`src/verilog/gioif_pkg.sv`:
```
// Shared constants and types for the group I/O and input filter block
package gioif_pkg;

  // Port widths
  localparam int GROUP_W   = 8;
  localparam int IN_GROUPS = 4;
  localparam int OUT_GROUPS = 4;
  localparam int IN_W      = GROUP_W * IN_GROUPS;
  localparam int OUT_W     = GROUP_W * OUT_GROUPS;
  localparam int ADDR_W    = 5;
  localparam int PTR_W     = 3;
  localparam int SET_W     = 5;

  // I/O port offsets (byte addresses within the board window)
  localparam logic [ADDR_W-1:0] OFS_GROUP_FIRST  = 5'h00;
  localparam logic [ADDR_W-1:0] OFS_IN_LAST      = 5'h03;
  localparam logic [ADDR_W-1:0] OFS_OUT_FIRST    = 5'h04;
  localparam logic [ADDR_W-1:0] OFS_OUT_LAST     = 5'h07;
  localparam logic [ADDR_W-1:0] OFS_GROUP_VALUE  = 5'h0C;
  localparam logic [ADDR_W-1:0] OFS_GROUP_PTR    = 5'h0D;
  localparam logic [ADDR_W-1:0] OFS_DEBOUNCE_SET = 5'h0F;

  // Group numbering: pointer bit 2 marks an output group
  localparam int PTR_OUT_BIT = 2;

  // Reset values
  localparam logic [GROUP_W-1:0] OUT_RESET   = 8'h00;
  localparam logic [SET_W-1:0]   SET_RESET   = 5'h00;
  localparam logic [PTR_W-1:0]   PTR_RESET   = 3'h0;
  localparam logic [GROUP_W-1:0] READ_ZERO   = 8'h00;

  // Filter setting limits
  localparam logic [SET_W-1:0] SET_BYPASS = 5'h00;
  localparam logic [SET_W-1:0] SET_MAX    = 5'h14;

  // Time base: 16 MHz ticks derived from the 200 MHz system clock
  localparam int CLK_HZ      = 200_000_000;
  localparam int TBASE_HZ    = 16_000_000;
  localparam int TB_ACC_W    = 8;
  localparam logic [TB_ACC_W-1:0] TB_STEP = TB_ACC_W'(TBASE_HZ / 1_000_000);
  localparam logic [TB_ACC_W-1:0] TB_MOD  = TB_ACC_W'(CLK_HZ / 1_000_000);

  // Debounce tick counter must hold 2^20
  localparam int CNT_W = 21;
  localparam logic [CNT_W-1:0] CNT_ONE  = 21'h000001;
  localparam logic [CNT_W-1:0] CNT_ZERO = 21'h000000;

  // Host I/O request carrier
  typedef struct packed {
    logic              rd;
    logic              wr;
    logic [ADDR_W-1:0] addr;
    logic [GROUP_W-1:0] data;
  } gioif_req_t;

endpackage

```
`src/verilog/gioif_filter.sv`:
```
// Per-channel input synchroniser and common-time debounce filter
`timescale 1ns/1ps
module gioif_filter (
  // Clock and reset
  input  wire logic                          clk_sys,
  input  wire logic                          rst,
  // Common controls
  input  wire logic                          tick,
  input  wire logic [gioif_pkg::SET_W-1:0]   setting,
  // Raw pins and filtered levels
  input  wire logic [gioif_pkg::IN_W-1:0]    pinLevel,
  output logic      [gioif_pkg::IN_W-1:0]    filtLevel
);
  import gioif_pkg::*;

  // Tick count that must elapse with a steady level: 2^setting
  logic [CNT_W-1:0] target;
  logic             bypass;
  assign target = CNT_ONE << setting;
  assign bypass = (setting == SET_BYPASS);

  genvar ch;
  generate
    for (ch = 0; ch < IN_W; ch++) begin : gChan
      logic             syncA_r;
      logic             syncB_r;
      logic             stable_r;
      logic [CNT_W-1:0] cnt_r;
      logic [CNT_W-1:0] cnt_nxt;
      logic             differs;
      logic             expired;

      // sampled on bus clock; two flops since pins are asynchronous
      always_ff @(posedge clk_sys) begin
        syncA_r <= pinLevel[ch];
        syncB_r <= syncA_r;
      end

      assign differs = (syncB_r != stable_r);
      assign cnt_nxt = cnt_r + CNT_ONE;
      assign expired = tick && (cnt_nxt == target);

      // accept level after steady time; short glitches restart count
      always_ff @(posedge clk_sys) begin
        if (rst) begin
          stable_r <= 1'b0;
          cnt_r    <= CNT_ZERO;
        end else if (bypass || !differs) begin
          stable_r <= syncB_r;
          cnt_r    <= CNT_ZERO;
        end else if (expired) begin
          stable_r <= syncB_r;
          cnt_r    <= CNT_ZERO;
        end else if (tick) begin
          cnt_r    <= cnt_nxt;
        end
      end

      // setting zero passes synchronised level straight through
      assign filtLevel[ch] = bypass ? syncB_r : stable_r;
    end
  endgenerate

endmodule

```
`src/verilog/gioif_top.sv`:
```
// Group-indexed I/O ports with output latches and debounced inputs
`timescale 1ns/1ps
module gioif_top (
  // Clock and reset
  input  wire logic                           clk_sys,
  input  wire logic                           rst,
  // Host I/O port access
  input  wire gioif_pkg::gioif_req_t          ioReq,
  output logic      [gioif_pkg::GROUP_W-1:0]  ioRdData,
  output logic                                ioRdValid,
  // Field pins
  input  wire logic [gioif_pkg::IN_W-1:0]     inPinLevel,
  output logic      [gioif_pkg::OUT_W-1:0]    outPinLevel
);
  import gioif_pkg::*;

  // ---------------------------------------------------------------
  // Storage
  // ---------------------------------------------------------------

  // Output latches, one byte per output group
  logic [GROUP_W-1:0] outLatch_r [OUT_GROUPS];
  logic [GROUP_W-1:0] outLatch_nxt [OUT_GROUPS];

  // Group pointer and debounce setting
  logic [PTR_W-1:0]   groupPtr_r;
  logic [PTR_W-1:0]   groupPtr_nxt;
  logic [SET_W-1:0]   debounceSet_r;
  logic [SET_W-1:0]   debounceSet_nxt;

  // Read answer
  logic [GROUP_W-1:0] rdData_r;
  logic [GROUP_W-1:0] rdData_nxt;
  logic               rdValid_r;

  // Time base accumulator
  logic [TB_ACC_W-1:0] tbAcc_r;
  logic [TB_ACC_W-1:0] tbAcc_nxt;
  logic [TB_ACC_W-1:0] tbSum;
  logic                tbTick;

  // Filtered input levels and active-high input bits
  logic [IN_W-1:0]     filtLevel;
  logic [IN_W-1:0]     inBits;

  // ---------------------------------------------------------------
  // Address decode
  // ---------------------------------------------------------------

  // Direct group range and register offset checks
  logic hitInGroup;
  logic hitOutGroup;
  logic hitGroupValue;
  logic hitGroupPtr;
  logic hitDebounce;
  logic hitUnmapped;

  assign hitInGroup    = (ioReq.addr >= OFS_GROUP_FIRST) && (ioReq.addr <= OFS_IN_LAST);
  assign hitOutGroup   = (ioReq.addr >= OFS_OUT_FIRST) && (ioReq.addr <= OFS_OUT_LAST);
  assign hitGroupValue = (ioReq.addr == OFS_GROUP_VALUE);
  assign hitGroupPtr   = (ioReq.addr == OFS_GROUP_PTR);
  assign hitDebounce   = (ioReq.addr == OFS_DEBOUNCE_SET);
  assign hitUnmapped   = !(hitInGroup || hitOutGroup || hitGroupValue
                           || hitGroupPtr || hitDebounce);

  // Group index addressed directly (low three address bits)
  logic [PTR_W-1:0] directGroup;
  assign directGroup = ioReq.addr[PTR_W-1:0];

  // Output group index (low two bits of a group number)
  logic [1:0] directOutIdx;
  logic [1:0] ptrOutIdx;
  assign directOutIdx = directGroup[1:0];
  assign ptrOutIdx    = groupPtr_r[1:0];

  // Whether the pointer currently names an output group
  logic ptrIsOutput;
  assign ptrIsOutput = groupPtr_r[PTR_OUT_BIT];

  // Write strobes
  logic wrDirectOut;
  logic wrGroupValue;
  logic wrGroupPtr;
  logic wrDebounce;

  assign wrDirectOut  = ioReq.wr && hitOutGroup;
  // pointed input group blocks the indirect write
  assign wrGroupValue = ioReq.wr && hitGroupValue && ptrIsOutput;
  assign wrGroupPtr   = ioReq.wr && hitGroupPtr;
  assign wrDebounce   = ioReq.wr && hitDebounce;

  // ---------------------------------------------------------------
  // Group pointer
  // ---------------------------------------------------------------

  // only three bits are kept; upper written bits are dropped
  assign groupPtr_nxt = wrGroupPtr ? ioReq.data[PTR_W-1:0] : groupPtr_r;

  always_ff @(posedge clk_sys) begin
    if (rst) begin
      groupPtr_r <= PTR_RESET;
    end else begin
      groupPtr_r <= groupPtr_nxt;
    end
  end

  // ---------------------------------------------------------------
  // Output latches
  // ---------------------------------------------------------------

  // Each output byte takes a direct write or an indirect write through the
  // pointer; both cannot arrive in one cycle since they use distinct offsets
  genvar og;
  generate
    for (og = 0; og < OUT_GROUPS; og++) begin : gOut
      logic selDirect;
      logic selIndirect;
      assign selDirect   = wrDirectOut && (directOutIdx == 2'(og));
      // indirect write lands in the pointed output group
      assign selIndirect = wrGroupValue && (ptrOutIdx == 2'(og));
      assign outLatch_nxt[og] = (selDirect || selIndirect) ? ioReq.data : outLatch_r[og];

      // reset clears outputs so every transistor starts off
      always_ff @(posedge clk_sys) begin
        if (rst) begin
          outLatch_r[og] <= OUT_RESET;
        end else begin
          outLatch_r[og] <= outLatch_nxt[og];
        end
      end

      // bit one pulls the pin low, zero releases it high
      assign outPinLevel[og*GROUP_W +: GROUP_W] = ~outLatch_r[og];
    end
  endgenerate

  // ---------------------------------------------------------------
  // Debounce setting
  // ---------------------------------------------------------------

  // five-bit setting at 0FH; values above the legal maximum are
  // clamped so a stray write cannot push the counter past its width
  logic [SET_W-1:0] setWritten;
  assign setWritten = (ioReq.data[SET_W-1:0] > SET_MAX) ? SET_MAX
                                                        : ioReq.data[SET_W-1:0];
  assign debounceSet_nxt = wrDebounce ? setWritten : debounceSet_r;

  // setting clears at reset, filter starts disabled
  always_ff @(posedge clk_sys) begin
    if (rst) begin
      debounceSet_r <= SET_RESET;
    end else begin
      debounceSet_r <= debounceSet_nxt;
    end
  end

  // ---------------------------------------------------------------
  // 16 MHz time base
  // ---------------------------------------------------------------

  // fractional accumulator gives 16 ticks per 200 clocks, so each
  // tick is 12.5 clocks on average; jitter is one clock per tick
  assign tbSum     = tbAcc_r + TB_STEP;
  assign tbTick    = (tbSum >= TB_MOD);
  assign tbAcc_nxt = tbTick ? (tbSum - TB_MOD) : tbSum;

  always_ff @(posedge clk_sys) begin
    if (rst) begin
      tbAcc_r <= '0;
    end else begin
      tbAcc_r <= tbAcc_nxt;
    end
  end

  // ---------------------------------------------------------------
  // Input filter
  // ---------------------------------------------------------------

  // one setting and one tick feed every channel alike
  gioif_filter uFilter (
    .clk_sys   (clk_sys),
    .rst       (rst),
    .tick      (tbTick),
    .setting   (debounceSet_r),
    .pinLevel  (inPinLevel),
    .filtLevel (filtLevel)
  );

  // a low (on) pin reads as one
  assign inBits = ~filtLevel;

  // ---------------------------------------------------------------
  // Read path
  // ---------------------------------------------------------------

  // Byte of any group by number; groups four to seven are the latches
  function automatic logic [GROUP_W-1:0] groupByte(
    input logic [PTR_W-1:0]   g,
    input logic [IN_W-1:0]    ins,
    input logic [OUT_W-1:0]   outs
  );
    logic [GROUP_W-1:0] b;
    b = READ_ZERO;
    // group g is byte g; upper half reads back the latches
    if (g[PTR_OUT_BIT]) begin
      b = outs[g[1:0]*GROUP_W +: GROUP_W];
    end else begin
      b = ins[g[1:0]*GROUP_W +: GROUP_W];
    end
    return b;
  endfunction

  // Flat view of the output latches for the read mux
  logic [OUT_W-1:0] outFlat;
  generate
    for (og = 0; og < OUT_GROUPS; og++) begin : gFlat
      assign outFlat[og*GROUP_W +: GROUP_W] = outLatch_r[og];
    end
  endgenerate

  // Candidate read bytes
  logic [GROUP_W-1:0] directByte;
  logic [GROUP_W-1:0] pointedByte;
  logic [GROUP_W-1:0] debounceByte;

  assign directByte   = groupByte(directGroup, inBits, outFlat);
  // group value port follows the current pointer
  assign pointedByte  = groupByte(groupPtr_r, inBits, outFlat);
  // setting reads back as stored after clamping, upper bits zero
  assign debounceByte = {{(GROUP_W-SET_W){1'b0}}, debounceSet_r};

  // Pointer port is write-only and unmapped bytes read zero
  always_comb begin
    if (hitInGroup || hitOutGroup) begin
      rdData_nxt = directByte;
    end else if (hitGroupValue) begin
      rdData_nxt = pointedByte;
    end else if (hitDebounce) begin
      rdData_nxt = debounceByte;
    end else begin
      rdData_nxt = READ_ZERO;
    end
  end

  // Answer is registered, one clock after the read strobe
  always_ff @(posedge clk_sys) begin
    if (rst) begin
      rdData_r  <= READ_ZERO;
      rdValid_r <= 1'b0;
    end else begin
      rdValid_r <= ioReq.rd;
      if (ioReq.rd) begin
        rdData_r <= rdData_nxt;
      end
    end
  end

  assign ioRdData  = rdData_r;
  assign ioRdValid = rdValid_r;

endmodule
```
`config.mk`:
```
export PLATFORM = sky130hd
export DESIGN_NAME = gioif_top
export DESIGN_NICKNAME = d
export VERILOG_FILES = /design/src/verilog/gioif_pkg.sv /design/src/verilog/gioif_filter.sv /design/src/verilog/gioif_top.sv
export SDC_FILE = /design/constraint.sdc
export NUM_CORES = 2
export LEC_CHECK = 0
export BUFFER_PORTS_ARGS = -buffer_cell sky130_fd_sc_hd__buf_4
export CORE_UTILIZATION = 50
export DETAILED_ROUTE_END_ITERATION = 8
export PLACE_DENSITY = 0.73
export SLEW_MARGIN = 20
export SYNTH_ARGS = -nofsm -noshare
export SYNTH_HDL_FRONTEND = slang
export SYNTH_SLANG_ARGS = --single-unit
```
`constraint.sdc`:
```
create_clock -name clk_sys -period 3.9 [get_ports clk_sys]
set_clock_uncertainty 0.1 [all_clocks]
set_input_delay 0.975 -clock clk_sys [delete_from_list [all_inputs] [get_ports clk_sys]]
set_output_delay 0.975 -clock clk_sys [all_outputs]
set_load 0.05 [all_outputs]
```
# After elaboration in Yosys (flattened, before gate mapping)
# Memory sizes are Yosys's and may differ from the RTL's.
# Index checks and enable logic that the tools add are counted.
totals:
  regBits: 793
  latch_bits: 0
  ramBits: 32
  mem_bits_ro: 0
  wordCells: 558
  n_memories: 1
classes:
  n_addsub: 34
  n_mul: 0
  div_mod_pow: 0
  magnitude_cmp: 6
  eq_ne: 73
  shifts: 5
  muxes: 114
  n_bitwise: 9
  n_reduce_logical: 183
memory_table:
  columns: ["memory", "depth", "word_bits", "rd", "rd_ports_with_merged_regs", "write_ports", "line", "source"]
  rows:
  - ["outLatch_r", 4, 8, 4, 0, 4, "gioif_top.sv:22", "logic [GROUP_W-1:0] outLatch_r [OUT_GROUPS];"]
op_table:
  columns: ["op", "n"]
  rows:
  - ["$add 21x1->21 const B", 32]
  - ["$eq 21x21->1", 32]
  - ["$shiftx 32x6->8", 4]
  - ["$mux 8", 13]
  - ["$mux 1", 99]
  - ["$reduce_or 3->1", 32]
  - ["$reduce_bool 2->1", 32]
  - ["$logic_and 1x1->1", 47]
  - ["$logic_or 1x1->1", 37]
  - ["$logic_not 1->1", 32]
  - ["$ne 1x1->1", 32]
  - ["$not 32->32", 1]
  - ["$not 8->8", 4]
  - ["$shl 1x5->21 const A", 1]
  - ["$eq 5x4->1 const B", 3]
  - ["$mux 5", 2]
  - ["$add 8x5->8 const B", 1]
  - ["$eq 2x2->1 const B", 4]
  - ["$ge 8x8->1 const B", 1]
  - ["$sub 8x8->8 const B", 1]
  - ["$ge 5x1->1 const B", 1]
  - ["$ge 5x3->1 const B", 1]
  - ["$gt 5x5->1 const B", 1]
  - ["$le 5x2->1 const B", 1]
  - ["5 further kinds", 10]

# Longest topological paths before layout
logic_depth:
  word_depth: 7
  mapped_depth: 14

# Hierarchy
# From an unflattened synthesis, not the netlist that was laid out.
hier_totals:
  cells_unflattened: 7083
  hier_area_um2: 55306.8
modules_own_cells:
  columns: ["mod", "instances", "cells_each", "area_each_um2", "seq_area_each_um2"]
  rows:
  - ["gioif_filter", 1, 6653, 51794.7, 15374.7]
  - ["gioif_top", 1, 430, 3512.1, 1081.0]

# Least setup slack after synthesis
# OpenSTA, ideal clock, no wires.
synth_timing:
  path_type: "reg2reg"
  start: "register uFilter.gChan[26].cnt_r[0]"
  end: "register uFilter.gChan[26].cnt_r[0]"
  setup_ns: 0.116
  arrival_ns: 2.981
  required_time_ns: 3.684
  setup_slack_ns: 0.703
  stages_incl_launch_ff: 12
  n_path_buf: 1
  path_cell_list: "dfxtp_1 > ha_1 > nand3_1 > nor3_1 > nand4_1 > xnor2_1 > or4_1 > or4_1 > nor3_2 > or3_4 > buf_6 > nor2_1"
synth_between:
  elab_chain_cells: 4
synth_lines:
  columns: ["item", "line", "source"]
  rows:
  - ["start, declared", "gioif_filter.sv:28", "logic [CNT_W-1:0] cnt_r;"]
  - ["start signal, assigned", "gioif_filter.sv:55", "cnt_r <= cnt_nxt;"]
  - ["$add 21x1->21 (*)", "gioif_filter.sv:40", "assign cnt_nxt = cnt_r + CNT_ONE;"]
  - ["$eq 21x21->1", "gioif_filter.sv:41", "assign expired = tick && (cnt_nxt == target);"]
  - ["$logic_and 1x1->1", "gioif_filter.sv:41", null]
  - ["$reduce_or 3->1 (no source line)", null, null]
# Every way passes the cells marked *; elsewhere a longest branch is shown, timed or not.
# A chain may end at the register's enable or synchronous reset.

# Worst setup path after layout
layout_timing:
  start: "register debounceSet_r[4]"
  end: "register uFilter.gChan[30].cnt_r[6]"
layout_between:
  elab_chain_cells: 4
  elab_cells_between_ends: 6
  classes_between: "1 x eq/ne; 1 x shift; 4 x reduce/logical"
layout_lines:
  columns: ["item", "line", "source"]
  rows:
  - ["start, declared", "gioif_top.sv:28", "logic [SET_W-1:0] debounceSet_r;"]
  - ["start signal, assigned", "gioif_top.sv:153", "debounceSet_r <= debounceSet_nxt;"]
  - ["$shl 1x5->21", "gioif_filter.sv:19", "assign target = CNT_ONE << setting;"]
  - ["$eq 21x21->1", "gioif_filter.sv:41", null]
  - ["$logic_and 1x1->1", "gioif_filter.sv:41", null]
  - ["$reduce_or 3->1 (no source line) (*)", null, null]
  - ["end signal, assigned", "gioif_filter.sv:55", null]
  - ["end, declared", "gioif_filter.sv:28", null]
# Marked as above.

==> flow_summary_export.csv <==
group,metric,value,unit
drt,initialDrtViolationCount,4972,
logic_synthesis,ys.flop_type,"dfxtp_1",
drt,via_per_inst,6.007,
power,power_density,298.2,nW/um^2
sta,fin_ws,114.4,ps
floorplan,rows,121,
drt,dr.pass1.iters,6,
power,cellLeakagePower,18.77,nW
sta,final-hold-violation-count,0,
logic_synthesis,synth_compound_area_frac,0.08128,
sta,fin_setup_tns,0,ps
logic_synthesis,ys_types,101,
placed_design,post-place-cells,8290,
hold_path,hp-class,"flip-flop to flip-flop",
drt,ant_nets,0,
setup_path,cp_slowest_stage_delay,550,ps
floorplan,coreArea,109000,sq um
setup_path,critPathBufInv,3,
clock_network,htreeDepth,3,
layout,nNetsFinal,7054,
setup_path,cp_max_fo,11,
clock_network,post_cts_buffers,0,
setup_path,crit_path_cell_trace,"buf_4, or3b_1, nor2_4, buf_12, xnor2_1, xor2_1, nor4_1, o21ai_0, a2111oi_4, or3_1, buf_4, nor2_1",
sta,slew_violations,0,
sta,relSlewSlack,0.3545,
floorplan,pin_count,90,
logic_synthesis,syn_avg_cell_area,7.836,sq um
setup_path,crit_required,4370,ps
sta,period_minus_slack,3786,ps
setup_path,path_class,"flip-flop to flip-flop",
hold_path,holdCritStartpoint,"uFilter.gChan[30].syncA_r$_DFF_P_",
drt,drt-total-wl,176200,um
hold_path,hold_path_end,"uFilter.gChan[30].syncB_r$_DFF_P_",
sta,worstMarginPinSlew,941.4,ps
logic_synthesis,synthAdderAreaFrac,0.008544,
clock_network,cts_tree,"built",
global_route,grt_overflow_total,0,
logic_synthesis,yosysWarningCount,0,
power,fin_total_pwr,18.17,mW
status,outcome,"finished, final reports clean",
layout,mostFrequentLayoutCells,"xnor2_1, nor2_1, dfxtp_1",
layout,fin_cells,8457,
layout,seqCellArea,16460,sq um
floorplan,dieWidth,333.9,um
power,ir_drop,0.4062,mV
setup_path,worst_path_max_delay_cell,"or3b_1",
logic_synthesis,synth_nets,7112,
logic_synthesis,yosys_register_bits,822,
logic_synthesis,synthCells,7027,
layout,drive_above_1_share,0.09287,
clock_network,clock_latency,700,ps
setup_path,r2r-end,"uFilter.gChan[30].cnt_r[6]$_SDFFE_PP0N_",
clock_network,cts_buffers,91,
run,cap_viol_max_count,0,
layout,final_common_cell,"xnor2_1",
placed_design,port_buffers,89,
logic_synthesis,yosys-mux-area-fraction,0.02763,
placed_design,place_hpwl,124300,um
logic_synthesis,synth.cell_area,55070,sq um
global_route,grt_start_max_net_pins,50,
global_route,grt_pass1_vias,46800,
setup_path,startpoint_type,"flip-flop",
placed_design,place_ws,-212.0,ps
drt,drc,0,
floorplan,die_height,333.9,um
clock_network,clkSinkCount,822,
clock_network,root_buffer,"clkbuf_16",
drt,vias,50800,
sta,setup_viol,0,
setup_path,ff2ff_setup_slack,110,ps
drt,avgRoutedWirePerCell,20.84,um
setup_path,reg2regPathDepth,12,
placed_design,gp_congestion,0.9833,
layout,fin_util,0.5590,
logic_synthesis,async_reset_ff_frac,0,
sta,fmaxAchievable,264.2,MHz
sta,period_share,0.9707,
floorplan,die_area,111500,sq um
logic_synthesis,synth_top_family_by_area,"simple AND/OR/NAND/NOR gates",
global_route,grt_usage,0.3063,
layout,multi_input_area,36190,sq um
clock_network,clk_pin_slew,60,ps
logic_synthesis,synthSimpleGateAreaFrac,0.2814,
setup_path,crit_family,"simple AND/OR/NAND/NOR gates",
layout,syn2layout_area_growth,10.65,%
global_route,antenna_found_initial,3,
global_route,grt_first_pass_wirelength,270200,um
floorplan,initial_core_util,0.5052,
logic_synthesis,synth-edff-count,0,
setup_path,rr_startpoint,"debounceSet_r[4]$_SDFFE_PP0P_",
setup_path,cp_common_cell,"buf_4",
logic_synthesis,synthXorXnorAreaFrac,0.2552,
clock_network,clockBufferDepth,3,
logic_synthesis,synth-seq-area-share,0.2988,
hold_path,hold_depth,0,
layout,fillers,9924,
setup_path,critical_path_arrival,4260,ps
setup_path,cp-end-kind,"flip-flop",
timing repair:
action,4_1_cts,5_1_grt
endpoints found under the setup margin,22,79
hold buffers,0,0
gates resized for setup,1,10
cells in the mapped netlist, types with 11 or more instances:
library cell	count	share of area
nand3b_1	22	0.0030
a31oi_1	42	0.0048
buf_1	23	0.0016
and3_1	110	0.012
nor4_1	97	0.011
a21oi_1	201	0.018
nor2b_1	12	0.0014
xnor3_1	11	0.0045
nand3_1	366	0.033
nand4_1	280	0.032
buf_2	118	0.011
and4_1	69	0.011
nor2_1	1112	0.076
or4_1	19	0.0026
a2111oi_0	19	0.0030
a211oi_1	20	0.0027
mux4_2	23	0.0094
o211ai_1	33	0.0045
a22oi_1	16	0.0022
clkbuf_1	304	0.021
o2111ai_1	17	0.0027
o41ai_1	11	0.0017
mux2i_1	89	0.016
or3_1	66	0.0075
xor2_1	399	0.063
o31ai_1	17	0.0023
inv_1	86	0.0059
ha_1	36	0.0082
o21ai_0	130	0.012
nor3_1	221	0.020
xnor2_1	1177	0.19
o22ai_1	20	0.0023
dfxtp_1	822	0.30
nand2_1	620	0.042
and2_1	33	0.0037
o31a_1	16	0.0025
nor3b_1	21	0.0029
nand2b_1	26	0.0030
o311ai_0	12	0.0019
buf_4	46	0.0063
or2_2	31	0.0035
stage by stage:
stage | hold WS [ps] | cell area, sq um
floorplan | 209.6 | 55070
global placement | 211.3 | 57710
detailed placement | 212.1 | 57710
CTS | 225.4 | 60870
global route | 227.7 | 60930
finish | 225.2 | 60930
how the worst max path moves through the flow:
stage | slack (ps) | cells after the start | to | startpoint
after floorplan | 700 | 11 | uFilter.gChan[26].cnt_r[0]$_SDFFE_PP0N_ | uFilter.gChan[26].cnt_r[0]$_SDFFE_PP0N_
after global placement | -170 | 12 | uFilter.gChan[30].cnt_r[6]$_SDFFE_PP0N_ | tbAcc_r[4]$_SDFF_PP0_
after detailed placement | -210 | 12 | uFilter.gChan[30].cnt_r[6]$_SDFFE_PP0N_ | tbAcc_r[4]$_SDFF_PP0_
after CTS | 30 | 13 | uFilter.gChan[22].cnt_r[19]$_SDFFE_PP0N_ | debounceSet_r[0]$_SDFFE_PP0P_
after global routing | -100 | 12 | uFilter.gChan[30].cnt_r[2]$_SDFFE_PP0N_ | debounceSet_r[4]$_SDFFE_PP0P_
final | 110 | 12 | uFilter.gChan[30].cnt_r[6]$_SDFFE_PP0N_ | debounceSet_r[4]$_SDFFE_PP0P_
metal layers:
layer  global-route usage  routed length (um)
met1               0.4106               73530
met3              0.04610               16400
met4               0.1685               10450
met5                    0                  34
met2               0.4713               75800
layout make-up:
cell class	instances	area share
Clock inverter	37	0.007660
Clock buffer	129	0.04405
Multi-Input combinational cell	5617	0.5940
Tap cell	1414	0.02904
Inverter	86	0.005298
Timing Repair Buffer	351	0.04982
Sequential cell	822	0.2701
Antenna cell	1	0.00004107
state kept, by name, indices dropped and copies added, names as in the netlist:
signal	count
uFilter.gChan.cnt_r	672
outLatch_r	32
uFilter.gChan.stable_r	32
uFilter.gChan.syncA_r	32
uFilter.gChan.syncB_r	32
ioRdData	8
debounceSet_r	5
tbAcc_r	5
groupPtr_r	3
ioRdValid	1
report_power, final:
group          switching [mW]  internal, mW  total, mW  leakage [nW]
Combinational           0.315         0.203      0.517          10.6
Clock                    3.72          5.40       9.11          1.56
Sequential             0.0784          8.46       8.54          6.65
Total                    4.11          14.1       18.2          18.8
kinds of logic (layout without fill, tap and decap cells):
group           Yosys count  after routing
simple gates           3190           3190
other cells               0              1
compound gates          680            680
xor+xnor               1587           1587
flops                   822            822
fa+ha+maj                38             38
mux                     122            122
buf+inv                 588            603
Power figures use the tool's default switching activity.
